===== src/include/ppc_pkg.sv =====
// constants and types shared by the port config and pushbutton register block
// Function
// strap level loads every mode bit at power-up
// two-bit mode field per port, four ports
// dc enable removes power after low-current delay
// ac enable probes port, removes power when open
// presence ORed; no method enabled, never disconnect
// enable bits gate auto/semi detect and classify
// manual mode: set bit runs one cycle
// timing fields 0-1, 2-3, 4-5; 6-7 zero
// overcurrent past window flags fault, powers off
// overcurrent past inrush window records fault, off
// osc mask clear blocks osc-fail flag
// int enable clear: never pull, ignore alert
// pushbuttons write-only, one acts, read 00h
// restart bit runs one manual-mode cycle
// restart bit sets enable bit in auto/semi
// power button sets/clears power except shutdown
// faults and disconnects still cut button power
// after fault, refuse power until timer zero
// power-off button clears events, status, enables
// reset bits 0-3 reset the matching port
// bit 4 resets device, strap re-read
// bit 6 releases int until cause clears
// bit 7 releases int, clears all events
// strap low shutdown, high auto; host changes
// shutdown port: no detect, power, flags cleared
package ppc_pkg;
	localparam logic [7:0] ADDR_MODE = 8'h12;
	localparam logic [7:0] ADDR_DISC = 8'h13;
	localparam logic [7:0] ADDR_DETCLS = 8'h14;
	localparam logic [7:0] ADDR_TIMING = 8'h16;
	localparam logic [7:0] ADDR_MISC = 8'h17;
	localparam logic [7:0] ADDR_RESTART = 8'h18;
	localparam logic [7:0] ADDR_POWER = 8'h19;
	localparam logic [7:0] ADDR_RESET = 8'h1A;
	localparam logic [7:0] MISC_RESET = 8'hA0;
	localparam logic [5:0] TIMING_RESET = 6'h00;
	localparam int MISC_OSC_MASK_BIT = 5;
	localparam int MISC_INT_EN_BIT = 7;
	localparam int RST_ALL_BIT = 4;
	localparam int RST_INT_REL_BIT = 6;
	localparam int RST_CLR_ALL_BIT = 7;
	localparam int TIM_DIS_LSB = 0;
	localparam int TIM_OVERCURRENT_CUT_THRESHOLD_LSB = 2;
	localparam int TIM_START_LSB = 4;
	localparam logic [1:0] MODE_SHUT = 2'h0;
	localparam logic [1:0] MODE_MANUAL = 2'h1;
	localparam logic [1:0] MODE_SEMI = 2'h2;
	localparam logic [1:0] MODE_AUTO = 2'h3;
	localparam int CLK_PERIOD_NS = 8;
	localparam int TICK_PERIOD_NS = 1000000;
	localparam int TICK_CYCLES = TICK_PERIOD_NS / CLK_PERIOD_NS;
	localparam logic [11:0] DIS_BASE_TICKS = 12'h100;
	localparam logic [11:0] OVERCURRENT_CUT_THRESHOLD_BASE_TICKS = 12'h040;
	localparam logic [11:0] START_BASE_TICKS = 12'h040;
	localparam logic [1:0] STRAP_SETTLE = 2'h3;
	localparam logic [6:0] ARA_ADDR = 7'h0C;
	// arbitrary upper address bits of the serial slave
	localparam logic [2:0] DEV_ADDR_HI = 3'h2;
	typedef enum logic [2:0] {
		SL_IDLE = 3'h0,
		SL_RECV = 3'h1,
		SL_ACK = 3'h2,
		SL_SEND = 3'h3,
		SL_RACK = 3'h4
	} ppc_sl_e;
endpackage : ppc_pkg


===== src/include/ppc_reg_if.sv =====
// register access carrier between serial slave and register bank
`timescale 1ns/1ps
interface ppc_reg_if;
	logic wrStb;
	logic [7:0] addr;
	logic [7:0] wdata;
	logic [7:0] rdata;
	logic araEn;
	modport slave(output wrStb, output addr, output wdata, input rdata, input araEn);
	modport regs(input wrStb, input addr, input wdata, output rdata, output araEn);
endinterface : ppc_reg_if


===== src/verilog/ppc_regs.sv =====
// port configuration and pushbutton register bank with port power control
`timescale 1ns/1ps
module ppc_regs #(
	parameter int TICK_CYCLES = ppc_pkg::TICK_CYCLES
) (
	input wire logic clk,
	input wire logic reset_n,
	input wire logic clkEn,
	input wire logic sclPin,
	input wire logic sdaPin,
	output logic sdaOut,
	output logic sdaOe,
	input wire logic [3:0] devAddrPin,
	input wire logic strapAutoPin,
	input wire logic oscMissingPin,
	input wire logic [3:0] belowMinHoldPin,
	input wire logic [3:0] acBelowMinPin,
	input wire logic [3:0] overCutPin,
	input wire logic [3:0] detectGood,
	input wire logic intRequest,
	output logic [3:0] portPowerOn,
	output logic [3:0] acProbeEn,
	output logic [3:0] detectEnable,
	output logic [3:0] classEnable,
	output logic [3:0] detectRun,
	output logic [3:0] classRun,
	output logic [3:0] portClear,
	output logic eventClearAll,
	output logic [3:0] icutFault,
	output logic [3:0] inrushFault,
	output logic [3:0] disconnectEvent,
	output logic oscFailSet,
	output logic intOut,
	output logic intOe
);
	typedef struct packed {
		logic [1:0] strapS;
		logic [1:0] oscS;
		logic [1:0][3:0] belowS;
		logic [1:0][3:0] acBelS;
		logic [1:0][3:0] overS;
		logic [1:0] loadCnt;
		logic [7:0] mode;
		logic [7:0] discEn;
		logic [7:0] detCls;
		logic [5:0] timing;
		logic [7:0] misc;
		logic [3:0] power;
		logic [3:0] startDone;
		logic [3:0] faultLock;
		logic [16:0] tickCnt;
		logic tick;
		logic [3:0][11:0] disTmr;
		logic [3:0][11:0] ocTmr;
		logic [3:0][11:0] stTmr;
		logic [3:0] detRun;
		logic [3:0] clsRun;
		logic [3:0] portClr;
		logic clrAll;
		logic [3:0] evIcut;
		logic [3:0] evStart;
		logic [3:0] evDisc;
		logic oscFail;
		logic intRel;
		logic intDrive;
	} ppc_regs_s;
	ppc_regs_s r, nxt;

	ppc_reg_if regBus();

	ppc_serial_slave u_slave (
		.clk(clk),
		.reset_n(reset_n),
		.clkEn(clkEn),
		.sclPin(sclPin),
		.sdaPin(sdaPin),
		.devAddrPin(devAddrPin),
		.sdaOe(sdaOe),
		.bus(regBus.slave)
	);

	always_comb
	begin
		logic wr;
		logic [7:0] a;
		logic [7:0] d;
		logic [1:0] md;
		logic [11:0] winDis, winIcut, winStart;
		logic dcE, acE, present, busyMode;
		nxt = r;
		wr = regBus.wrStb;
		a = regBus.addr;
		d = regBus.wdata;
		md = 2'h0;
		dcE = 1'b0;
		acE = 1'b0;
		present = 1'b0;
		busyMode = 1'b0;
		nxt.strapS = {r.strapS[0], strapAutoPin};
		nxt.oscS = {r.oscS[0], oscMissingPin};
		nxt.belowS = {r.belowS[0], belowMinHoldPin};
		nxt.acBelS = {r.acBelS[0], acBelowMinPin};
		nxt.overS = {r.overS[0], overCutPin};
		nxt.detRun = 4'h0;
		nxt.clsRun = 4'h0;
		nxt.portClr = 4'h0;
		nxt.clrAll = 1'b0;
		nxt.evIcut = 4'h0;
		nxt.evStart = 4'h0;
		nxt.evDisc = 4'h0;
		nxt.tick = 1'b0;
		// windows double per field step
		winDis = ppc_pkg::DIS_BASE_TICKS << r.timing[ppc_pkg::TIM_DIS_LSB +: 2];
		winIcut = ppc_pkg::OVERCURRENT_CUT_THRESHOLD_BASE_TICKS << r.timing[ppc_pkg::TIM_OVERCURRENT_CUT_THRESHOLD_LSB +: 2];
		winStart = ppc_pkg::START_BASE_TICKS << r.timing[ppc_pkg::TIM_START_LSB +: 2];

		// shared millisecond tick keeps the per-port timers narrow
		if (r.tickCnt == 17'(TICK_CYCLES - 1))
		begin
			nxt.tickCnt = 17'h00000;
			nxt.tick = 1'b1;
		end
		else
			nxt.tickCnt = r.tickCnt + 17'h00001;

		// strap read a few cycles after reset so the synchroniser has filled
		if (r.loadCnt != 2'h0)
		begin
			nxt.loadCnt = r.loadCnt - 2'h1;
			if (r.loadCnt == 2'h1)
			begin
				nxt.mode = {8{r.strapS[1]}};
				nxt.detCls = {8{r.strapS[1]}};
				nxt.discEn = {4'h0, {4{r.strapS[1]}}};
			end
		end

		if (wr)
		begin
			if (a == ppc_pkg::ADDR_MODE)
				nxt.mode = d;
			if (a == ppc_pkg::ADDR_DISC)
				nxt.discEn = d;
			if (a == ppc_pkg::ADDR_DETCLS)
				nxt.detCls = d;
			if (a == ppc_pkg::ADDR_TIMING)
				nxt.timing = d[5:0];
			if (a == ppc_pkg::ADDR_MISC)
				nxt.misc = d;
		end

		for (int p = 0; p < 4; p++)
		begin
			md = nxt.mode[2*p +: 2];
			busyMode = (md == ppc_pkg::MODE_AUTO) || (md == ppc_pkg::MODE_SEMI);
			if (wr && md == ppc_pkg::MODE_MANUAL)
			begin
				// manual ports get one cycle per bit written as one
				if (a == ppc_pkg::ADDR_DETCLS || a == ppc_pkg::ADDR_RESTART)
				begin
					nxt.detRun[p] = d[p];
					nxt.clsRun[p] = d[p+4];
				end
			end
			if (wr && busyMode && a == ppc_pkg::ADDR_RESTART)
			begin
				nxt.detCls[p] = nxt.detCls[p] | d[p];
				nxt.detCls[p+4] = nxt.detCls[p+4] | d[p+4];
			end
			if (wr && a == ppc_pkg::ADDR_POWER)
			begin
				if (d[p] && md != ppc_pkg::MODE_SHUT
					&& !(r.faultLock[p] && r.ocTmr[p] != 12'h000))
					nxt.power[p] = 1'b1;
				if (d[p+4])
				begin
					nxt.power[p] = 1'b0;
					nxt.portClr[p] = 1'b1;
					nxt.detCls[p] = 1'b0;
					nxt.detCls[p+4] = 1'b0;
				end
			end
			if (wr && a == ppc_pkg::ADDR_RESET && d[p])
			begin
				nxt.power[p] = 1'b0;
				nxt.portClr[p] = 1'b1;
				nxt.detCls[p] = 1'b0;
				nxt.detCls[p+4] = 1'b0;
			end
			// auto power-up after good detection; an off or port reset that cycle wins
			if (md == ppc_pkg::MODE_AUTO && detectGood[p] && !r.power[p] && !nxt.portClr[p]
				&& !(r.faultLock[p] && r.ocTmr[p] != 12'h000))
				nxt.power[p] = 1'b1;

			// overcurrent timer counts down when clear, so it also limits duty
			if (r.tick)
			begin
				if (r.power[p] && r.startDone[p] && r.overS[1][p])
				begin
					if (r.ocTmr[p] != 12'hFFF)
						nxt.ocTmr[p] = r.ocTmr[p] + 12'h001;
				end
				else if (r.ocTmr[p] != 12'h000)
					nxt.ocTmr[p] = r.ocTmr[p] - 12'h001;
			end
			if (r.faultLock[p] && r.ocTmr[p] == 12'h000)
				nxt.faultLock[p] = 1'b0;
			if (r.power[p] && r.startDone[p] && r.ocTmr[p] >= winIcut)
			begin
				nxt.power[p] = 1'b0;
				nxt.evIcut[p] = 1'b1;
				nxt.faultLock[p] = 1'b1;
			end

			// inrush: continuous overcurrent during power-on
			if (!r.power[p])
			begin
				nxt.startDone[p] = 1'b0;
				nxt.stTmr[p] = 12'h000;
			end
			else if (!r.overS[1][p])
			begin
				nxt.stTmr[p] = 12'h000;
				if (r.tick)
					nxt.startDone[p] = 1'b1;
			end
			else if (r.tick && !r.startDone[p])
				nxt.stTmr[p] = r.stTmr[p] + 12'h001;
			if (r.power[p] && !r.startDone[p] && r.stTmr[p] >= winStart)
			begin
				nxt.power[p] = 1'b0;
				nxt.evStart[p] = 1'b1;
				nxt.faultLock[p] = 1'b1;
			end

			// disconnect: either enabled method seeing the load keeps power
			dcE = nxt.discEn[p];
			acE = nxt.discEn[p+4];
			present = (dcE & ~r.belowS[1][p]) | (acE & ~r.acBelS[1][p]);
			if (!r.power[p] || !(dcE | acE) || present)
				nxt.disTmr[p] = 12'h000;
			else if (r.tick && r.disTmr[p] != 12'hFFF)
				nxt.disTmr[p] = r.disTmr[p] + 12'h001;
			if (r.power[p] && (dcE | acE) && !present && r.disTmr[p] >= winDis)
			begin
				nxt.power[p] = 1'b0;
				nxt.evDisc[p] = 1'b1;
			end

			// shutdown holds the port dead and its flags cleared
			if (md == ppc_pkg::MODE_SHUT)
			begin
				nxt.power[p] = 1'b0;
				nxt.portClr[p] = 1'b1;
				nxt.detCls[p] = 1'b0;
				nxt.detCls[p+4] = 1'b0;
				nxt.detRun[p] = 1'b0;
				nxt.clsRun[p] = 1'b0;
			end
		end

		// osc monitor gated by mask; supply event logic latches the flag
		nxt.oscFail = r.oscS[1] & r.misc[ppc_pkg::MISC_OSC_MASK_BIT];

		// interrupt pin release and re-arm
		if (!intRequest)
			nxt.intRel = 1'b0;
		if (wr && a == ppc_pkg::ADDR_RESET && d[ppc_pkg::RST_INT_REL_BIT] && intRequest)
			nxt.intRel = 1'b1;
		if (wr && a == ppc_pkg::ADDR_RESET && d[ppc_pkg::RST_CLR_ALL_BIT])
		begin
			nxt.clrAll = 1'b1;
			nxt.intRel = 1'b0;
		end
		nxt.intDrive = intRequest && nxt.misc[ppc_pkg::MISC_INT_EN_BIT]
			&& !nxt.intRel && !nxt.clrAll;

		// device-wide reset: like power-up, keeping the synchronisers and the millisecond tick counter
		if (wr && a == ppc_pkg::ADDR_RESET && d[ppc_pkg::RST_ALL_BIT])
		begin
			nxt.loadCnt = ppc_pkg::STRAP_SETTLE;
			nxt.mode = 8'h00;
			nxt.discEn = 8'h00;
			nxt.detCls = 8'h00;
			nxt.timing = ppc_pkg::TIMING_RESET;
			nxt.misc = ppc_pkg::MISC_RESET;
			nxt.power = 4'h0;
			nxt.startDone = 4'h0;
			nxt.faultLock = 4'h0;
			nxt.disTmr = '0;
			nxt.ocTmr = '0;
			nxt.stTmr = '0;
			nxt.detRun = 4'h0;
			nxt.clsRun = 4'h0;
			nxt.portClr = 4'hF;
			nxt.clrAll = 1'b1;
			nxt.intRel = 1'b0;
			nxt.intDrive = 1'b0;
		end
	end

	always_ff @(posedge clk)
	begin
		if (!reset_n)
		begin
			r <= '0;
			r.loadCnt <= ppc_pkg::STRAP_SETTLE;
			r.misc <= ppc_pkg::MISC_RESET;
			r.timing <= ppc_pkg::TIMING_RESET;
		end
		else if (clkEn)
			r <= nxt;
	end

	// register read data; pushbutton and foreign addresses read zero
	always_comb
	begin
		case (regBus.addr)
			ppc_pkg::ADDR_MODE: regBus.rdata = r.mode;
			ppc_pkg::ADDR_DISC: regBus.rdata = r.discEn;
			ppc_pkg::ADDR_DETCLS: regBus.rdata = r.detCls;
			ppc_pkg::ADDR_TIMING: regBus.rdata = {2'h0, r.timing};
			ppc_pkg::ADDR_MISC: regBus.rdata = r.misc;
			default: regBus.rdata = 8'h00;
		endcase
	end

	assign regBus.araEn = r.intDrive;
	assign sdaOut = 1'b0;
	assign intOut = 1'b0;
	assign intOe = r.intDrive;
	assign portPowerOn = r.power;
	assign acProbeEn = r.power & r.discEn[7:4];
	assign detectEnable = r.detCls[3:0] & ~r.power & {r.mode[7], r.mode[5], r.mode[3],
		r.mode[1]};
	assign classEnable = r.detCls[7:4] & ~r.power & {r.mode[7], r.mode[5], r.mode[3],
		r.mode[1]};
	assign detectRun = r.detRun;
	assign classRun = r.clsRun;
	assign portClear = r.portClr;
	assign eventClearAll = r.clrAll;
	assign icutFault = r.evIcut;
	assign inrushFault = r.evStart;
	assign disconnectEvent = r.evDisc;
	assign oscFailSet = r.oscFail;
endmodule : ppc_regs


===== src/verilog/ppc_serial_slave.sv =====
// two-wire serial slave: byte framing, pointer, register strobes
`timescale 1ns/1ps
module ppc_serial_slave (
	input wire logic clk,
	input wire logic reset_n,
	input wire logic clkEn,
	input wire logic sclPin,
	input wire logic sdaPin,
	input wire logic [3:0] devAddrPin,
	output logic sdaOe,
	ppc_reg_if.slave bus
);
	typedef struct packed {
		logic [1:0] sclS;
		logic [1:0] sdaS;
		logic sclP;
		logic sdaP;
		logic [3:0] adrS0;
		logic [3:0] adrS1;
		ppc_pkg::ppc_sl_e st;
		logic [3:0] bitCnt;
		logic [7:0] sh;
		logic [1:0] phase;
		logic isRead;
		logic isAra;
		logic [7:0] ptr;
		logic [7:0] wrAddr;
		logic wr;
		logic oe;
	} ppc_slave_s;
	ppc_slave_s r, nxt;

	always_comb
	begin
		logic scl, sda, rise, fall;
		logic [6:0] own;
		logic [7:0] ld;
		nxt = r;
		nxt.sclS = {r.sclS[0], sclPin};
		nxt.sdaS = {r.sdaS[0], sdaPin};
		nxt.sclP = r.sclS[1];
		nxt.sdaP = r.sdaS[1];
		nxt.adrS0 = devAddrPin;
		nxt.adrS1 = r.adrS0;
		nxt.wr = 1'b0;
		scl = r.sclS[1];
		sda = r.sdaS[1];
		rise = scl & ~r.sclP;
		fall = ~scl & r.sclP;
		own = {ppc_pkg::DEV_ADDR_HI, r.adrS1};
		ld = r.isAra ? {own, 1'b0} : bus.rdata;
		if (scl && r.sclP && r.sdaP && !sda)
		begin
			nxt.st = ppc_pkg::SL_RECV;
			nxt.bitCnt = 4'h0;
			nxt.phase = 2'h0;
			nxt.oe = 1'b0;
		end
		else if (scl && r.sclP && !r.sdaP && sda)
		begin
			nxt.st = ppc_pkg::SL_IDLE;
			nxt.oe = 1'b0;
		end
		else
		begin
			unique case (r.st)
				ppc_pkg::SL_IDLE: ;
				ppc_pkg::SL_RECV:
					if (rise)
					begin
						nxt.sh = {r.sh[6:0], sda};
						nxt.bitCnt = r.bitCnt + 4'h1;
					end
					else if (fall && r.bitCnt == 4'h8)
					begin
						nxt.st = ppc_pkg::SL_ACK;
						nxt.oe = 1'b1;
						nxt.phase = (r.phase == 2'h0) ? 2'h1 : 2'h2;
						if (r.phase == 2'h0)
						begin
							nxt.isRead = r.sh[0];
							nxt.isAra = r.sh[7:1] != own;
							// alert address answered only while int is live
							if (r.sh[7:1] != own && !(r.sh[7:1] == ppc_pkg::ARA_ADDR
								&& r.sh[0] && bus.araEn))
							begin
								nxt.st = ppc_pkg::SL_IDLE;
								nxt.oe = 1'b0;
							end
						end
						else if (r.phase == 2'h1)
							nxt.ptr = r.sh;
						else
						begin
							nxt.wr = 1'b1;
							nxt.wrAddr = r.ptr;
							nxt.ptr = r.ptr + 8'h01;
						end
					end
				ppc_pkg::SL_ACK:
					if (fall)
					begin
						nxt.bitCnt = 4'h0;
						nxt.st = r.isRead ? ppc_pkg::SL_SEND : ppc_pkg::SL_RECV;
						nxt.oe = r.isRead & ~ld[7];
						if (r.isRead)
							nxt.sh = ld;
						if (r.isRead && !r.isAra)
							nxt.ptr = r.ptr + 8'h01;
					end
				ppc_pkg::SL_SEND:
					if (fall)
					begin
						nxt.bitCnt = r.bitCnt + 4'h1;
						nxt.sh = {r.sh[6:0], 1'b0};
						nxt.oe = (r.bitCnt != 4'h7) & ~r.sh[6];
						if (r.bitCnt == 4'h7)
							nxt.st = ppc_pkg::SL_RACK;
					end
				ppc_pkg::SL_RACK:
					if (rise)
						nxt.st = sda ? ppc_pkg::SL_IDLE : ppc_pkg::SL_ACK;
				default: nxt.st = ppc_pkg::SL_IDLE;
			endcase
		end
	end

	always_ff @(posedge clk)
	begin
		if (!reset_n)
			r <= '0;
		else if (clkEn)
			r <= nxt;
	end

	assign sdaOe = r.oe;
	assign bus.wrStb = r.wr;
	assign bus.wdata = r.sh;
	assign bus.addr = r.wr ? r.wrAddr : r.ptr;
endmodule : ppc_serial_slave

===== config.mk =====
export PLATFORM = sky130hd
export DESIGN_NAME = ppc_regs
export DESIGN_NICKNAME = d
export VERILOG_FILES = /design/src/include/ppc_pkg.sv /design/src/include/ppc_reg_if.sv /design/src/verilog/ppc_regs.sv /design/src/verilog/ppc_serial_slave.sv
export SDC_FILE = /design/constraint.sdc
export NUM_CORES = 1
export LEC_CHECK = 0
export CORE_MARGIN = 8
export CORE_UTILIZATION = 25
export CTS_CLUSTER_SIZE = 30
export DETAILED_ROUTE_END_ITERATION = 7
export DONT_BUFFER_PORTS = 1
export SLEW_MARGIN = 40
export SYNTH_ARGS = -nofsm -noshare
export SYNTH_HDL_FRONTEND = slang
export SYNTH_SLANG_ARGS = --single-unit

===== constraint.sdc =====
create_clock -name clk -period 5.45 [get_ports clk]
set_input_delay 0.2725 -clock clk [delete_from_list [all_inputs] [get_ports clk]]
set_output_delay 0.2725 -clock clk [all_outputs]
set_load 0.1 [all_outputs]

==> out/summary.txt <==
Io pins: 74
Vias: 16955
Pwr Density: 249.6 nW/um2
Maxcap violations: 0
Nets: 2402
CP max stage delay: 0.89 ns
CTS tree: done
Worst Setup Path Type: reg2reg
1st-iter DRT viols: 1551
Post-synthesis mux area share: 4.683%
Seq. cell area: 6464 um2
Slowest-stage cell, CP: dfxtp_2
Met1 Usage GRT: 18.33%
Flops & latches, synth: 321
Final setup vio count: 0
Async S/R FF share, synth: 0%
Critical path data arrival time: 4.25 ns
Clock latency on the worst-skew pair: 0.57 ns
# rows: 100
Period utilization: 69.25%
Drt total wl: 59.47 mm
Multi-input logic area: 11490 um2
XOR/XNOR share of the synthesized area: 3.601%
RSZ-0062 raised after global routing: false
GRT Util Overall: 13.76%
Largest net degree at the start of global routing: 148
Initial antenna violation count: 10
Finished Cell Area: 21220 um2
Clock buffer depth: 3
Achievable clock frequency: 265.0 MHz
Post-route insts no fill: 3267
Placer Congestion: 0.9394
Register area share after synthesis: 34.31%
Adder-cell share of the synthesized area: 7.642%
Post-synth EDFFs: 0
Largest family of logic cells by synthesized area: simple AND/OR/NAND/NOR gates
Hold Violations, Final: 0
Worst-path clk slew: 0.06 ns
Most crowded layer after global routing: met2
Synth-to-Final Area Change: 13.31%
Port buffer count: 0
Final Max Slew Viols: 0
CP Capture Type: flip-flop
Most used cell, CP: a21oi_1
Overflow after GRT: 0
Die H: 289.7 um
Die area: 83940 um2
DR WL/cell: 18.20 um
Syn Area/Cell: 8.094 um2
Synth Flop Type: dfxtp_1
Crit-path max FO: 14
Leakage: 7.601 nW
IR drop worst, VDD: 0.1699 mV
1st-pass router iterations: 5
M2 GR Usage: 20.79%
Mapped Cells: 2314
DP Wirelength: 40.68 mm
Layout fillers: 7973
Least-Margin Pin Slew: 0.9700 ns
H-Tree Depth: 2
Fin Setup TNS: 0 ns
Worst Path Required: 5.93 ns
Routed vias/inst: 5.190
CTS sink cnt: 321
Yosys warnings: 0
Placed Cells: 3165
DRC: 0
Compound-Gate Fraction of Synth Area: 19.86%
Startpoint types: flip-flop
DIE WIDTH: 289.7 um
HP Class: in2reg
Mapped cell area: 18730 um2
Placeable Area: 74320 um2
Worst path cell trace: nand3_1 > ha_1 > or2_2 > a21oi_1 > nor3_1 > o31ai_1 > xor2_1 > mux2_2 > a21oi_1
Ratio of cells with drive above 1 in the final layout: 8.035%
Synth Area in Simple Gates: 25.14%
Fin crit period: 3.774 ns
Starting Density: 25.20%
Final ANT Viol Nets: 0
Total CTS buffers: 38
Vias in the first global route: 15512
GR Util met3: 4.432%
Worst slew margin: 34.83%
First-pass GRT wire length: 92.36 mm
Area post-placement: 19580 um2
Clk_skew: 0.02180 ns
Yosys cell types: 89
Status: complete, no violations
Root Buffer: clkbuf_16
layer usage:
layer / wire [um] / part of all wire, % / up-vias
met4: 2119 / 3.6 / 6
met2: 25120 / 42 / 534
met5: 40 / 0.067 / -
li1: - / - / 8322
met3: 5304 / 8.9 / 128
met1: 26880 / 45 / 7965
logic make-up (layout without fill, tap and decap cells):
logic type      Yosys count  count (layout)
fa+ha+maj               112             112
simple gates            946             946
buf+inv                 202             177
flops                   321             321
xor+xnor                 77              77
compound gates          568             568
mux                      87              87
other cells               1              10
state kept, by name (all words and copies together), names as in the netlist:
name               count
icutFault              4
u_slave.sdaOe          1
u_slave.nxt            8
u_slave.r             33
u_slave.bus.wdata      8
detectRun              4
eventClearAll          1
classRun               4
disconnectEvent        4
r                    225
u_slave.bus.wrStb      1
portClear              4
nxt                   14
oscFailSet             1
intOe                  1
portPowerOn            4
inrushFault            4
power by group:
part           switching (mW)  internal [mW]  total, mW
combinational           0.127         0.0584      0.186
sequential             0.0370           2.37       2.40
clock                    1.06           1.65       2.71
worst paths after layout:
kind / startpoint / endpoint / slack (ns) / depth (start not counted)
setup / recovery: portPowerOn[3]$_SDFFE_PN0P_ / r[123]$_SDFFE_PN0P_ / 1.68 / 9
hold / removal: intRequest / intOe$_SDFFE_PN0P_ / 0.04 / 3
setup reg to reg: portPowerOn[3]$_SDFFE_PN0P_ / r[123]$_SDFFE_PN0P_ / 1.68 / 9
hold reg to reg: r[192]$_SDFFE_PN0P_ / r[192]$_SDFFE_PN0P_ / 0.48 / 2
layout make-up:
class                           instances  area share (%)
Multi-Input combinational cell       1792           54.14
Sequential cell                       321           30.46
Tap cell                              969           5.713
Clock buffer                           52           5.159
Timing Repair Buffer                   54           2.417
Clock inverter                         16           1.026
Inverter                               55          0.9963
Antenna cell                            8         0.09433
critical path, delay by kind of cell, from the launching register on:
family / cells / cell delay (ns)
AOI/OAI and AO/OA: 3 / 0.60
xor gates and xnor gates: 1 / 0.19
adders and majority gates: 1 / 0.57
DFF: 1 / 0.89
muxes: 1 / 0.35
and+or+nand+nor: 3 / 1.09
through the flow:
step | power, mW | utilization (%) | hold WS [ns] | setup WS, ns
after global routing | 5.476 | 28.54 | 0.04183 | 1.452
after global placement | 2.589 | 26.24 | 0.3814 | 1.699
after CTS | 5.363 | 28.51 | 0.003856 | 1.660
final | 5.297 | 28.56 | 0.03661 | 1.676
after detailed placement | 2.592 | 26.35 | 0.3884 | 1.670
after floorplan | 2.577 | - | 0.4197 | 2.542
cell usage in the layout, fill, tap and decap left out, types with 31 or more instances in the layout:
cell / n
nand3_1: 123
a22oi_1: 68
or3_1: 37
xor2_1: 46
and3_1: 35
nor2_1: 287
inv_1: 52
mux2i_1: 82
nand2b_1: 33
nand2_1: 174
dfxtp_1: 291
nor3_1: 62
ha_1: 108
nand4_1: 43
xnor2_1: 31
a21oi_1: 146
clkbuf_16: 39
o21ai_0: 126
Yosys cell counts (8+ instances only):
| master | instances | area [um2] |
|---|---|---|
| nor3_1 | 65 | 325.3 |
| xor2_1 | 46 | 402.9 |
| clkbuf_1 | 98 | 367.9 |
| a21oi_1 | 146 | 730.7 |
| buf_2 | 8 | 40.04 |
| a31oi_1 | 16 | 100.1 |
| xnor2_1 | 31 | 271.5 |
| a211oi_1 | 16 | 120.1 |
| buf_1 | 10 | 37.54 |
| mux2i_1 | 82 | 820.8 |
| nor3b_1 | 11 | 82.58 |
| and2_1 | 20 | 125.1 |
| o41ai_1 | 8 | 70.07 |
| nand4_1 | 43 | 269.0 |
| nor4_1 | 30 | 187.7 |
| or3_1 | 37 | 231.5 |
| nor2_1 | 291 | 1092 |
| ha_1 | 108 | 1351 |
| a311oi_1 | 10 | 87.58 |
| and3b_1 | 8 | 70.07 |
| a22oi_1 | 68 | 510.5 |
| buf_4 | 30 | 225.2 |
| a221oi_1 | 11 | 96.34 |
| dfxtp_1 | 321 | 6426 |
| a211o_1 | 10 | 87.58 |
| o21ai_0 | 126 | 630.6 |
| nand3_1 | 123 | 615.6 |
| nand2b_1 | 33 | 206.5 |
| o31ai_1 | 20 | 150.1 |
| inv_1 | 54 | 202.7 |
| a21o_1 | 27 | 202.7 |
| a32oi_1 | 9 | 78.83 |
| o21a_1 | 27 | 202.7 |
| nor2b_1 | 17 | 106.4 |
| o211ai_1 | 13 | 97.59 |
| nand2_1 | 174 | 653.1 |
| or2_2 | 9 | 56.30 |
| and3_1 | 37 | 231.5 |
timing repair:
item	4_1_cts	5_1_grt
endpoints found under the hold margin	126	0
buffers inserted	0	0
resized for setup	0	0
hold buffers	26	0
setup endpoints to repair	0	0
Note: power is estimated with default switching activity, not from simulation.
